[config.mk]
export PLATFORM = sky130hd
export DESIGN_NAME = alarm_monitor_output
export DESIGN_NICKNAME = d
export VERILOG_FILES = /design/src/core/alarm_monitor_output.v /design/src/core/alarm_channel.v /design/src/core/alarm_tick.v
export VERILOG_INCLUDE_DIRS = /design/src /design/src/core
export SDC_FILE = /design/constraint.sdc
export NUM_CORES = 2
export LEC_CHECK = 0
export BUFFER_PORTS_ARGS = -buffer_cell sky130_fd_sc_hd__buf_2
export CAP_MARGIN = 20
export CORE_ASPECT_RATIO = 1.4
export CORE_UTILIZATION = 60
export CTS_CLUSTER_DIAMETER = 120
export DETAILED_ROUTE_END_ITERATION = 8
export PLACE_DENSITY = 0.84
export SYNTH_ARGS = -nofsm -noshare
export SYNTH_HDL_FRONTEND = slang
export SYNTH_SLANG_ARGS = --single-unit
[constraint.sdc]
create_clock -name ref_clk_i -period 4.62 [get_ports ref_clk_i]
set_clock_uncertainty 0.1 [all_clocks]
set_input_delay 0 -clock ref_clk_i [delete_from_list [all_inputs] [get_ports ref_clk_i]]
set_output_delay 0 -clock ref_clk_i [all_outputs]
set_load 0.01 [all_outputs]
[src/core/alarm_monitor_regs.vh]
/*
 * Register offsets, field positions, reset values and timing counts of the
 * alarm supervision unit. Assumes inclusion by bare name from core/ files.
 */
`ifndef ALARM_MONITOR_REGS_VH
`define ALARM_MONITOR_REGS_VH

`define ALM_CHANNELS       16
`define ALM_QTY_W          16
`define ALM_DLY_W          16

// Global registers
`define ALM_OFS_CTRL       12'h000
`define ALM_OFS_STATUS     12'h004
`define ALM_OFS_IRQ_STAT   12'h008
`define ALM_OFS_IRQ_MASK   12'h00c
`define ALM_OFS_ACK        12'h010
`define ALM_OFS_EVENT      12'h014
`define ALM_OFS_SEL        12'h018
// Per-channel window, selected by ALM_OFS_SEL
`define ALM_OFS_CFG        12'h020
`define ALM_OFS_THRESH     12'h024
`define ALM_OFS_HYST       12'h028
`define ALM_OFS_DELAY      12'h02c

// Control register fields
`define ALM_CTRL_NC_BIT    0

// Channel config fields
`define ALM_CFG_FUNC_LSB   0
`define ALM_CFG_FUNC_MSB   4
`define ALM_CFG_SHUT_BIT   8
`define ALM_CFG_LATCH_BIT  9
`define ALM_CFG_LOG_BIT    10
`define ALM_CFG_OUT_BIT    11

// Function codes
`define ALM_FN_UNUSED      5'h00
`define ALM_FN_ABOVE       5'h01
`define ALM_FN_BELOW       5'h02
`define ALM_FN_WARNING     5'h03
`define ALM_FN_ERROR       5'h04

// Interrupt status bit positions
`define ALM_IRQ_TRIG_BIT   0
`define ALM_IRQ_ACK_BIT    1
`define ALM_IRQ_SHUT_BIT   2
`define ALM_IRQ_EVOVF_BIT  3

// Reset values
`define ALM_CTRL_RST       32'h0000_0000
`define ALM_CFG_RST        12'h000
`define ALM_IRQ_MASK_RST   4'h0

// Delay counted in milliseconds: 25 MHz clock, 1 ms tick
`define ALM_CLK_HZ         25000000
`define ALM_TICK_MS        1
`define ALM_TICK_CYCLES    ((`ALM_CLK_HZ / 1000) * `ALM_TICK_MS)

`endif

[src/core/alarm_monitor_output.v]
/*
 * Alarm supervision unit with APB register access, sixteen alarm channels,
 * ignition shutdown, event log strobe and one discrete alarm output.
 * Assumes quantity and status inputs come from logic on ref_clk_i.
 */
// What this block does
// - Sixteen configurable alarm channels, each assignable to the discrete output.
// - Per-channel function: unused, above or below threshold, warning, error.
// - Each channel stores its own threshold and hysteresis.
// - Alarm triggers only after condition held longer than its delay.
// - Shutdown option turns ignition off at once on trigger.
// - Latching option holds the output until acknowledged.
// - Without latching the output follows the live alarm.
// - Logging records an event on trigger and on acknowledge.
// - Per-alarm enable decides whether it drives the output.
// - Output polarity selectable normally open or normally closed.
`timescale 1ns/1ns
`default_nettype none
`include "alarm_monitor_regs.vh"

module alarm_monitor_output
#(
  parameter TICK_CYCLES = `ALM_TICK_CYCLES
)
(
  // Clock and reset
  input  wire                                  ref_clk_i,
  input  wire                                  rst_b_i,
  // APB slave
  input  wire                                  psel_i,
  input  wire                                  penable_i,
  input  wire                                  pwrite_i,
  input  wire [11:0]                           paddr_i,
  input  wire [31:0]                           pwdata_i,
  output wire [31:0]                           prdata_o,
  output wire                                  pready_o,
  output wire                                  pslverr_o,
  // Monitored quantities, one per channel, flattened
  input  wire [`ALM_CHANNELS*`ALM_QTY_W-1:0]   qty_i,
  input  wire                                  warning_i,
  input  wire                                  error_i,
  // Results
  output wire                                  alarm_discrete_output_o,
  output wire                                  ignition_off_o,
  output wire                                  event_strobe_o,
  output wire [5:0]                            event_code_o,
  output wire                                  irq_o
);

  localparam N = `ALM_CHANNELS;

  // Configuration storage
  reg  [11:0]            cfg_r    [0:N-1];
  reg  [`ALM_QTY_W-1:0]  thresh_r [0:N-1];
  reg  [`ALM_QTY_W-1:0]  hyst_r   [0:N-1];
  reg  [`ALM_DLY_W-1:0]  delay_r  [0:N-1];
  reg  [3:0]             sel_r;
  reg                    nc_r;
  reg  [N-1:0]           latch_r;
  reg  [N-1:0]           active_d_r;
  reg                    shut_r;
  reg  [3:0]             irq_stat_r;
  reg  [3:0]             irq_mask_r;
  reg                    ev_stb_r;
  reg  [5:0]             ev_code_r;
  reg  [31:0]            rdata_r;
  reg                    out_r;

  wire [N-1:0]           active;
  wire [N-1:0]           assigned;
  wire [N-1:0]           shut_en;
  wire [N-1:0]           log_en;
  wire [N-1:0]           rise;
  wire                   tick;
  wire                   wr;
  wire                   rd;
  wire [N-1:0]           ack_w;
  wire [N-1:0]           ev_trig;
  wire [N-1:0]           ev_ack;
  reg  [N-1:0]           ev_pend_r;
  reg  [5:0]             ev_pick;
  reg                    ev_found;
  integer                k;

  // Zero wait states: every access completes in its access phase
  assign wr        = psel_i && penable_i && pwrite_i;
  assign rd        = psel_i && penable_i && !pwrite_i;
  assign pready_o  = 1'b1;
  assign pslverr_o = 1'b0;
  assign prdata_o  = rdata_r;

  alarm_tick
  #(
    .TICK_CYCLES (TICK_CYCLES)
  )
  u_tick
  (
    .ref_clk_i (ref_clk_i),
    .rst_b_i   (rst_b_i),
    .tick_o    (tick)
  );

  assign ack_w = (wr && paddr_i == `ALM_OFS_ACK) ? pwdata_i[N-1:0] : {N{1'b0}};

  genvar g;
  generate
    for (g = 0; g < N; g = g + 1)
    begin : g_ch
      alarm_channel u_ch
      (
        .ref_clk_i (ref_clk_i),
        .rst_b_i   (rst_b_i),
        .func_i    (cfg_r[g][`ALM_CFG_FUNC_MSB:`ALM_CFG_FUNC_LSB]),
        .thresh_i  (thresh_r[g]),
        .hyst_i    (hyst_r[g]),
        .delay_i   (delay_r[g]),
        .qty_i     (qty_i[g*`ALM_QTY_W +: `ALM_QTY_W]),
        .warning_i (warning_i),
        .error_i   (error_i),
        .tick_i    (tick),
        .active_o  (active[g])
      );
      assign assigned[g] = cfg_r[g][`ALM_CFG_OUT_BIT];
      assign shut_en[g]  = cfg_r[g][`ALM_CFG_SHUT_BIT];
      assign log_en[g]   = cfg_r[g][`ALM_CFG_LOG_BIT];
      assign rise[g]     = active[g] && !active_d_r[g];
      assign ev_trig[g]  = rise[g] && log_en[g];
      assign ev_ack[g]   = ack_w[g] && log_en[g];

      always @(posedge ref_clk_i)
      begin
        if (!rst_b_i)
          latch_r[g] <= 1'b0;
        else if (rise[g] && cfg_r[g][`ALM_CFG_LATCH_BIT])
          latch_r[g] <= 1'b1;
        else if (ack_w[g])
          latch_r[g] <= 1'b0;
      end
    end
  endgenerate

  // Lowest pending channel is reported first
  always @*
  begin
    ev_pick  = 6'h00;
    ev_found = 1'b0;
    for (k = N - 1; k >= 0; k = k - 1)
    begin
      if (ev_pend_r[k])
      begin
        ev_pick  = k[5:0];
        ev_found = 1'b1;
      end
    end
  end

  always @(posedge ref_clk_i)
  begin
    if (!rst_b_i)
    begin
      active_d_r <= {N{1'b0}};
      shut_r     <= 1'b0;
      out_r      <= 1'b0;
      ev_pend_r  <= {N{1'b0}};
      ev_stb_r   <= 1'b0;
      ev_code_r  <= 6'h00;
      irq_stat_r <= 4'h0;
    end
    else
    begin
      active_d_r <= active;
      // Shutdown stays until reset; restart is a system decision
      if (|(rise & shut_en))
        shut_r <= 1'b1;
      out_r <= |(assigned & (active | latch_r));
      // One strobe per cycle; trigger and acknowledge share the channel code
      ev_stb_r <= ev_found;
      if (ev_found)
      begin
        ev_code_r <= ev_pick;
        ev_pend_r <= (ev_pend_r & ~({{(N-1){1'b0}}, 1'b1} << ev_pick[3:0]))
                     | ev_trig | ev_ack;
      end
      else
        ev_pend_r <= ev_pend_r | ev_trig | ev_ack;
      // Sticky events; a read clears, an event in the same cycle wins
      irq_stat_r <= ((rd && paddr_i == `ALM_OFS_IRQ_STAT) ? 4'h0 : irq_stat_r)
                    | {|(ev_trig | ev_ack), |(rise & shut_en), |ack_w, |rise};
    end
  end

  // Register writes
  always @(posedge ref_clk_i)
  begin
    if (!rst_b_i)
    begin
      sel_r      <= 4'h0;
      nc_r       <= 1'b0;
      irq_mask_r <= `ALM_IRQ_MASK_RST;
      for (k = 0; k < N; k = k + 1)
      begin
        cfg_r[k]    <= `ALM_CFG_RST;
        thresh_r[k] <= {`ALM_QTY_W{1'b0}};
        hyst_r[k]   <= {`ALM_QTY_W{1'b0}};
        delay_r[k]  <= {`ALM_DLY_W{1'b0}};
      end
    end
    else if (wr)
    begin
      case (paddr_i)
        `ALM_OFS_CTRL:     nc_r                 <= pwdata_i[`ALM_CTRL_NC_BIT];
        `ALM_OFS_IRQ_MASK: irq_mask_r           <= pwdata_i[3:0];
        `ALM_OFS_SEL:      sel_r                <= pwdata_i[3:0];
        `ALM_OFS_CFG:      cfg_r[sel_r]         <= pwdata_i[11:0];
        `ALM_OFS_THRESH:   thresh_r[sel_r]      <= pwdata_i[`ALM_QTY_W-1:0];
        `ALM_OFS_HYST:     hyst_r[sel_r]        <= pwdata_i[`ALM_QTY_W-1:0];
        `ALM_OFS_DELAY:    delay_r[sel_r]       <= pwdata_i[`ALM_DLY_W-1:0];
        default:           sel_r                <= sel_r;
      endcase
    end
  end

  // Read data, registered in the setup cycle so it is valid in access phase
  always @(posedge ref_clk_i)
  begin
    if (!rst_b_i)
      rdata_r <= 32'h0000_0000;
    else if (psel_i && !penable_i && !pwrite_i)
    begin
      case (paddr_i)
        `ALM_OFS_CTRL:     rdata_r <= {31'h0000_0000, nc_r};
        `ALM_OFS_STATUS:   rdata_r <= {shut_r, out_r, 14'h0000, active | latch_r};
        `ALM_OFS_IRQ_STAT: rdata_r <= {28'h000_0000, irq_stat_r};
        `ALM_OFS_IRQ_MASK: rdata_r <= {28'h000_0000, irq_mask_r};
        `ALM_OFS_EVENT:    rdata_r <= {16'h0000, latch_r};
        `ALM_OFS_SEL:      rdata_r <= {28'h000_0000, sel_r};
        `ALM_OFS_CFG:      rdata_r <= {20'h0_0000, cfg_r[sel_r]};
        `ALM_OFS_THRESH:   rdata_r <= {16'h0000, thresh_r[sel_r]};
        `ALM_OFS_HYST:     rdata_r <= {16'h0000, hyst_r[sel_r]};
        `ALM_OFS_DELAY:    rdata_r <= {16'h0000, delay_r[sel_r]};
        default:           rdata_r <= 32'h0000_0000;
      endcase
    end
  end

  // Normally closed: contact level inverted, so idle reads high
  assign alarm_discrete_output_o = out_r ^ nc_r;
  assign ignition_off_o          = shut_r;
  assign event_strobe_o          = ev_stb_r;
  assign event_code_o            = ev_code_r;
  assign irq_o                   = |(irq_stat_r & irq_mask_r);

endmodule
`default_nettype wire

[src/core/alarm_channel.v]
/*
 * One alarm channel: source selection, threshold with hysteresis, and
 * qualification delay counted in ms ticks. Assumes quantities are already
 * on ref_clk_i and the tick is a one-cycle pulse on the same clock.
 */
`timescale 1ns/1ns
`default_nettype none
`include "alarm_monitor_regs.vh"

module alarm_channel
(
  // Clock and reset
  input  wire                    ref_clk_i,
  input  wire                    rst_b_i,
  // Configuration
  input  wire [4:0]              func_i,
  input  wire [`ALM_QTY_W-1:0]   thresh_i,
  input  wire [`ALM_QTY_W-1:0]   hyst_i,
  input  wire [`ALM_DLY_W-1:0]   delay_i,
  // Monitored state
  input  wire [`ALM_QTY_W-1:0]   qty_i,
  input  wire                    warning_i,
  input  wire                    error_i,
  input  wire                    tick_i,
  // Result
  output wire                    active_o
);

  reg  [`ALM_DLY_W-1:0] dly_cnt_r;
  reg                   active_r;
  reg                   cond;
  reg                   clear;
  wire [`ALM_QTY_W:0]   up_lim;
  wire [`ALM_QTY_W:0]   dn_lim;

  assign up_lim = {1'b0, thresh_i} + {1'b0, hyst_i};
  assign dn_lim = {1'b0, thresh_i} - {1'b0, hyst_i};

  always @*
  begin
    cond  = 1'b0;
    clear = 1'b1;
    case (func_i)
      `ALM_FN_ABOVE:
      begin
        cond  = qty_i > thresh_i;
        // Must fall hysteresis below the threshold
        clear = dn_lim[`ALM_QTY_W] || ({1'b0, qty_i} <= dn_lim);
      end
      `ALM_FN_BELOW:
      begin
        cond  = qty_i < thresh_i;
        clear = {1'b0, qty_i} >= up_lim;
      end
      `ALM_FN_WARNING:
      begin
        cond  = warning_i;
        clear = !warning_i;
      end
      `ALM_FN_ERROR:
      begin
        cond  = error_i;
        clear = !error_i;
      end
      default:
      begin
        cond  = 1'b0;
        clear = 1'b1;
      end
    endcase
  end

  always @(posedge ref_clk_i)
  begin
    if (!rst_b_i)
    begin
      dly_cnt_r <= {`ALM_DLY_W{1'b0}};
      active_r  <= 1'b0;
    end
    else if (active_r)
    begin
      dly_cnt_r <= {`ALM_DLY_W{1'b0}};
      if (clear)
        active_r <= 1'b0;
    end
    else if (!cond)
      dly_cnt_r <= {`ALM_DLY_W{1'b0}};
    else if (tick_i)
    begin
      // Trigger only once held longer than the delay
      if (dly_cnt_r >= delay_i)
        active_r <= 1'b1;
      else
        dly_cnt_r <= dly_cnt_r + {{(`ALM_DLY_W-1){1'b0}}, 1'b1};
    end
  end

  assign active_o = active_r;

endmodule
`default_nettype wire

[src/core/alarm_tick.v]
/*
 * Millisecond tick generator. Assumes one free running ref_clk_i.
 */
`timescale 1ns/1ns
`default_nettype none
`include "alarm_monitor_regs.vh"

module alarm_tick
#(
  parameter TICK_CYCLES = `ALM_TICK_CYCLES
)
(
  // Clock and reset
  input  wire ref_clk_i,
  input  wire rst_b_i,
  // Tick
  output wire tick_o
);

  reg [15:0] cnt_r;
  reg        tick_r;

  always @(posedge ref_clk_i)
  begin
    if (!rst_b_i)
    begin
      cnt_r  <= 16'h0000;
      tick_r <= 1'b0;
    end
    else if (cnt_r == TICK_CYCLES[15:0] - 16'h0001)
    begin
      cnt_r  <= 16'h0000;
      tick_r <= 1'b1;
    end
    else
    begin
      cnt_r  <= cnt_r + 16'h0001;
      tick_r <= 1'b0;
    end
  end

  assign tick_o = tick_r;

endmodule
`default_nettype wire

# [Word level (Yosys, flattened, before mapping)]
# Memory sizes are Yosys's and may differ from the RTL's. A register that Yosys moved wholly into a read port is not among the register bits.
# Index checks and enable logic that the tools add are counted.
[classes] add_sub_neg=49 order_cmp=80 n_eq_ne=75 shift=1 n_mux=218 bitwise=46 n_reduce_logical=170
[op_table] operator="32-bit case mux with 10 select lines" n=1
[op_table] operator="16-bit by 1-bit adder with 16-bit output, second input constant" n=17
[op_table] operator="16-bit by 16-bit adder with 17-bit output" n=16
[op_table] operator="16-bit by 17-bit >= comparator with 1-bit output" n=16
[op_table] operator="16-bit by 17-bit <= comparator with 1-bit output" n=16
[op_table] operator="16-bit by 16-bit subtractor with 17-bit output" n=16
[op_table] operator="16-bit >= comparator" n=16
[op_table] operator="16-bit > comparator" n=16
[op_table] operator="16-bit less-than comparator" n=16
[op_table] operator="5-bit by 2-bit == test with 1-bit output, second input constant" n=32
[op_table] operator="1-bit two-way mux" n=150
[op_table] operator="1-bit case mux with 4 select lines" n=32
[op_table] operator="16-bit OR reduction" n=8
[op_table] operator="16-bit OR" n=6
[op_table] operator="6-bit two-way mux" n=15
[op_table] operator="5-bit by 1-bit == test with 1-bit output, second input constant" n=16
[op_table] operator="5-bit by 3-bit == test with 1-bit output, second input constant" n=16
[op_table] operator="16-bit two-way mux" n=5
[op_table] operator="1-bit logical AND" n=71
[op_table] operator="4-bit two-way mux" n=14
[op_table] operator="16-bit bitwise AND" n=3
[op_table] operator="12-bit by 6-bit == test with 1-bit output, second input constant" n=4
[op_table] operator="3-bit OR reduction" n=16
[op_table] operator="2-bit AND reduction" n=19
[op_table] operator="other kinds (18)" n=102
[word_totals] reg_bits=391 ram_bits=960 output_inout_bits=44 memories=4
[mem_list] memory="delay_r" words=16 width=16 read_ports=17 rd_ports_with_merged_regs=1 wr=16 line_no="alarm_monitor_output.v:56" rtl="reg [`ALM_DLY_W-1:0] delay_r [0:N-1];"
[mem_list] memory="hyst_r" words=16 width=16 read_ports=17 rd_ports_with_merged_regs=1 wr=16 line_no="alarm_monitor_output.v:55" rtl="reg [`ALM_QTY_W-1:0] hyst_r [0:N-1];"
[mem_list] memory="thresh_r" words=16 width=16 read_ports=17 rd_ports_with_merged_regs=1 wr=16 line_no="alarm_monitor_output.v:54" rtl="reg [`ALM_QTY_W-1:0] thresh_r [0:N-1];"
[mem_list] memory="cfg_r" words=16 width=12 read_ports=17 rd_ports_with_merged_regs=1 wr=16 line_no="alarm_monitor_output.v:53" rtl="reg [11:0] cfg_r [0:N-1];"

# [Longest topological paths before layout]
[depth] depth_word=22 depth_mapped=20

# [Hierarchy]
# A second synthesis with hierarchy kept.
[unflattened] hier_cells=11557 area_unflattened_um2=110624.8
[modules_own_cells] module="alarm_monitor_output" n_inst=1 cells_per_inst=3273 area_each_um2=48330.1 seq_area_each_um2=30629.4
[modules_own_cells] module="alarm_channel at g_ch[13].u_ch ..." n_inst=7 cells_per_inst=515 area_each_um2=3880.0 seq_area_each_um2=340.3
[modules_own_cells] module="alarm_channel at g_ch[0].u_ch ..." n_inst=7 cells_per_inst=512 area_each_um2=3822.4 seq_area_each_um2=340.3
[modules_own_cells] module="alarm_channel at g_ch[3].u_ch" n_inst=1 cells_per_inst=501 area_each_um2=3819.9 seq_area_each_um2=340.3
[modules_own_cells] module="alarm_channel at g_ch[9].u_ch" n_inst=1 cells_per_inst=511 area_each_um2=3811.2 seq_area_each_um2=340.3
[modules_own_cells] module="alarm_tick" n_inst=1 cells_per_inst=83 area_each_um2=747.0 seq_area_each_um2=340.3

# [Worst setup path after synthesis]
# No wires, ideal clock.
[synth_timing] path_kind="flip-flop to flip-flop" start="memory thresh_r[14][7] (netlist bit)" end="register g_ch[14].u_ch.active_r" setup_ns=0.092 t_arrival_ns=3.788 t_required_ns=4.428 slack_ns=0.640 path_stages_with_launch=18 path_buffers=1 synth_period_minus_slack_ns=3.980 cell_sequence="edfxtp_1 -> ha_1 -> buf_2 -> a2111o_1 -> o211a_1 -> o31ai_1 -> a21oi_1 -> o41ai_2 -> or4b_1 -> and3_1 -> ha_1 -> nand3_1 -> a21oi_1 -> o21ai_0 -> o21ai_0 -> o2111ai_1 -> o21a_1 -> o32ai_1"
[synth_rtl] item="start: declaration" line_no="alarm_monitor_output.v:54"
[synth_rtl] item="end signal: assignment" line_no="alarm_channel.v:78" rtl="active_r <= 1'b0;"
[synth_rtl] item="end signal: assignment" line_no="alarm_channel.v:84" rtl="active_r <= 1'b0;"
[synth_rtl] item="end signal: assignment" line_no="alarm_channel.v:92" rtl="active_r <= 1'b1;"
[synth_rtl] item="end: declaration" line_no="alarm_channel.v:30" rtl="reg active_r;"

==> key figures <==
Setup path
  • Crit path to: g_ch[9].u_ch.active_o$_SDFF_PN0_
  • Slowest cell on crit path: edfxtp_1
  • Reg2reg setup slack: 0.07 ns
  • Critical R2R Capture: g_ch[9].u_ch.active_o$_SDFF_PN0_
  • Crit end category: register
  • Startpoint types: register
  • CP Class: reg -> reg
  • CP max FO: 4
  • Worst EP required: 5.22 ns
  • Crit path max-delay family: compound AO/OA/AOI/OAI gates
  • Reg2reg start: hyst_r[9][0]$_SDFFCE_PN0P_
  • Cells on worst reg2reg path: 17
  • Crit path DAT: 5.14 ns
  • Critical path buffers and inverters: 1
  • Most used cell, CP: a21o_1
  • Setup crit start: hyst_r[9][0]$_SDFFCE_PN0P_
  • Crit-path cells: ha_1, fa_1, nor2b_1, o2111ai_1, and4_1, o41ai_1, buf_4, xnor2_1, ha_1, a21o_1, a21o_1, a21o_1, a2111oi_0, o211ai_1, a21oi_1, nand4b_1, o32ai_1
  • Max stage delay on crit path: 0.49 ns
  • Crit. path cell count: 17

Floorplan
  • Chip Height: 508.3 um
  • Die Wd: 363.6 um
  • Io pins: 351
  • Row Count: 185
  • Core ar.: 0.1817 mm2
  • Initial Util: 60.46%
  • Die outline area: 0.1848 mm2

Route
  • Avg WL per Cell: 28.02 um
  • 1st-iter DRT viols: 12160
  • Routed vias: 95370
  • DRT antenna net count: 0
  • DRT Pass-1 Iters: 8
  • Drt via density: 6.612
  • DRC: 0
  • DRT Wirelength: 404.2 mm

Clock tree
  • H-tree levels: 4
  • Clk sinks: 1339
  • Worst-Skew Late Latency: 0.84 ns
  • Clk slew on worst S/H paths: 0.06 ns
  • Number of buffers created by CTS: 138
  • CTS Root Cell: clkbuf_16
  • Clock Path Buffers: 3
  • CTS tree: built

Final layout
  • Commonest non-fill, non-tap cell in the layout: ha_1
  • Layout cells sized above 1: 11.01%
  • Nets: 13720
  • Commonest non-fill, non-tap cells in the layout: 1551 x ha_1, 1080 x inv_1, 1002 x and2_1
  • Final instance area: 0.1212 mm2
  • Multi-input gate area: 0.06744 mm2
  • Register area: 0.03643 mm2
  • Layout area overhead: 10.28%
  • # fillers: 13720

Logic synthesis
  • Synth async-reset ratio: 0%
  • Netlist cell types: 105
  • Netlist Area Pre-Place: 0.1099 mm2
  • Synth Instances: 11430
  • Synth Register Bits: 1339
  • Synth warn: 0
  • Post-synth EDFFs: 960
  • Sequential area share after synthesis: 33.15%
  • Syn Area/Cell: 9.609 um2
  • Prevailing post-synth register cell: edfxtp_1

Global route
  • Gr usage total: 42.96%
  • Antenna violations before repair: 63
  • Total gr overflow: 0
  • Pin count of the biggest net entering global routing: 61
  • Vias in the first global route: 94160
  • First-pass GRT wire length: 586.5 mm

Timing
  • Slack of the critical path: 0.07495 ns
  • RSZ-0062 raised after global routing: true
  • Final setup fails: 0
  • Final Max Slew Viols: 0
  • Period utilisation layout: 98.38%
  • Max Freq: 220.0 MHz
  • Final min period: 4.545 ns
  • Least-Margin Pin Slew: 1.362 ns
  • Hold Violations, Final: 0
  • Slew HR: 9.201%
  • Fin Hold WS: 0.01717 ns

Place
  • DP Area: 0.1146 mm2
  • Post-DP HPWL: 311.4 mm
  • Pre-CTS WS: -0.06782 ns
  • I/O Buffers: 316
  • GPL Wtd Cong: 1.147

Min path
  • Hold path startpoint: qty_i[239]
  • Hold path depth: 7
  • Worst Hold Class: in -> reg

Pwr
  • Pwr per Cell Area: 258.0 mW/mm2
  • Leakage power: 50.89 nW
  • Max rail drop VDD: 0.3810 mV

Status
  • Status: completed

Flow run
  • Maxcap violations: 0
through the flow:
stage / setup TNS, ns / power [mW] / utilization [%] / instances
after floorplan: 0 / 17.14 / - / 11450
after global placement: -0.08400 / 18.97 / 63.06 / 13970
after detailed placement: -0.06782 / 19.16 / 63.06 / 13970
after CTS: 0 / 30.92 / 66.34 / 14340
after global routing: -0.1975 / 32.07 / 66.62 / 14380
final: 0 / 31.25 / 66.68 / 14420
worst register-to-register path, stage by stage, from the launching register on:
cell	delay, ns
edfxtp_1	0.49
ha_1	0.28
fa_1	0.40
nor2b_1	0.18
o2111ai_1	0.17
and4_1	0.21
o41ai_1	0.41
buf_4	0.21
xnor2_1	0.12
ha_1	0.26
a21o_1	0.16
a21o_1	0.17
a21o_1	0.17
a2111oi_0	0.46
o211ai_1	0.17
a21oi_1	0.24
nand4b_1	0.15
o32ai_1	0.08
state kept, by name, summed over array words and instances (netlist names), 18 cells and up, named ones only:
signal / count
prdata_o: 18
delay_r: 256
hyst_r: 256
g_ch.u_ch.dly_cnt_r: 256
cfg_r: 192
thresh_r: 256
layer usage:
| metal | wire [um] | up-vias | track usage (%) |
|---|---|---|---|
| met5 | 260 | - | 0.3137 |
| met4 | 46320 | 38 | 40.06 |
| met3 | 51020 | 1985 | 14.26 |
| met2 | 177900 | 6313 | 67.28 |
| met1 | 128700 | 45190 | 45.53 |
| li1 | - | 41840 | - |
where the power goes:
part,internal (mW),switching [mW]
Combinational,2.29,3.50
Clock,6.78,5.18
Sequential,13.1,0.396
Total,22.2,9.07
synth_stat cells (all sizes together) (172+ instances only):
| cell | instances | share of area (%) |
|---|---|---|
| nor2 | 944 | 3.3 |
| a21o | 244 | 1.7 |
| and2 | 1004 | 5.7 |
| o21ai | 437 | 2.0 |
| nand4 | 229 | 1.3 |
| inv | 1082 | 3.7 |
| xor2 | 218 | 1.7 |
| nand2 | 428 | 1.5 |
| ha | 1553 | 18 |
| mux4 | 292 | 6.0 |
| edfxtp | 960 | 26 |
| nor2b | 172 | 0.98 |
| a21oi | 602 | 2.7 |
| dfxtp | 379 | 6.9 |
| nor3 | 180 | 0.84 |
| nand3 | 236 | 1.1 |
| xnor2 | 438 | 3.5 |
| clkbuf | 385 | 1.4 |
repair_timing:
item / CTS / global route
gates resized for setup: 1 / 64
pin swaps: 0 / 13
hold buffers: 121 / 0
endpoints found under the setup margin: 1 / 15
buffers inserted: 0 / 28
endpoints found under the hold margin: 529 / 0
gates cloned: 0 / 0
logic make-up after synthesis:
kind of cell	Yosys count	share of synthesized area, %
AND/OR/NAND/NOR	3696	17.82
AO/OA/AOI/OAI	2212	13.23
buffers and inverters	1589	5.734
adder cells (fa/ha/maj)	1585	18.27
flip-flops	1339	33.15
XOR/XNOR	656	5.230
multiplexers	353	6.556
other	2	0.006836
worst min path at each step:
| stage | endpoint | slack, ns |
|---|---|---|
| global route | g_ch[11].u_ch.active_o$_SDFF_PN0_ | 0.05 |
| floorplan | ev_pend_r[0]$_SDFF_PN0_ | 0.11 |
| detailed placement | event_strobe_o | 0.30 |
| global placement | event_strobe_o | 0.30 |
| finish | g_ch[14].u_ch.active_o$_SDFF_PN0_ | 0.02 |
| CTS | g_ch[15].u_ch.active_o$_SDFF_PN0_ | 0.0005 |
cell type report:
type	count	area share, %
multi-input cells	8520	55.67
clock inverters	63	0.6641
diodes	49	0.1012
repair buffers	746	4.375
clock buffers	191	3.253
well taps	2431	2.511
inverters	1084	3.359
flip-flops and latches	1339	30.07
Note: power is estimated with default switching activity, not from simulation.
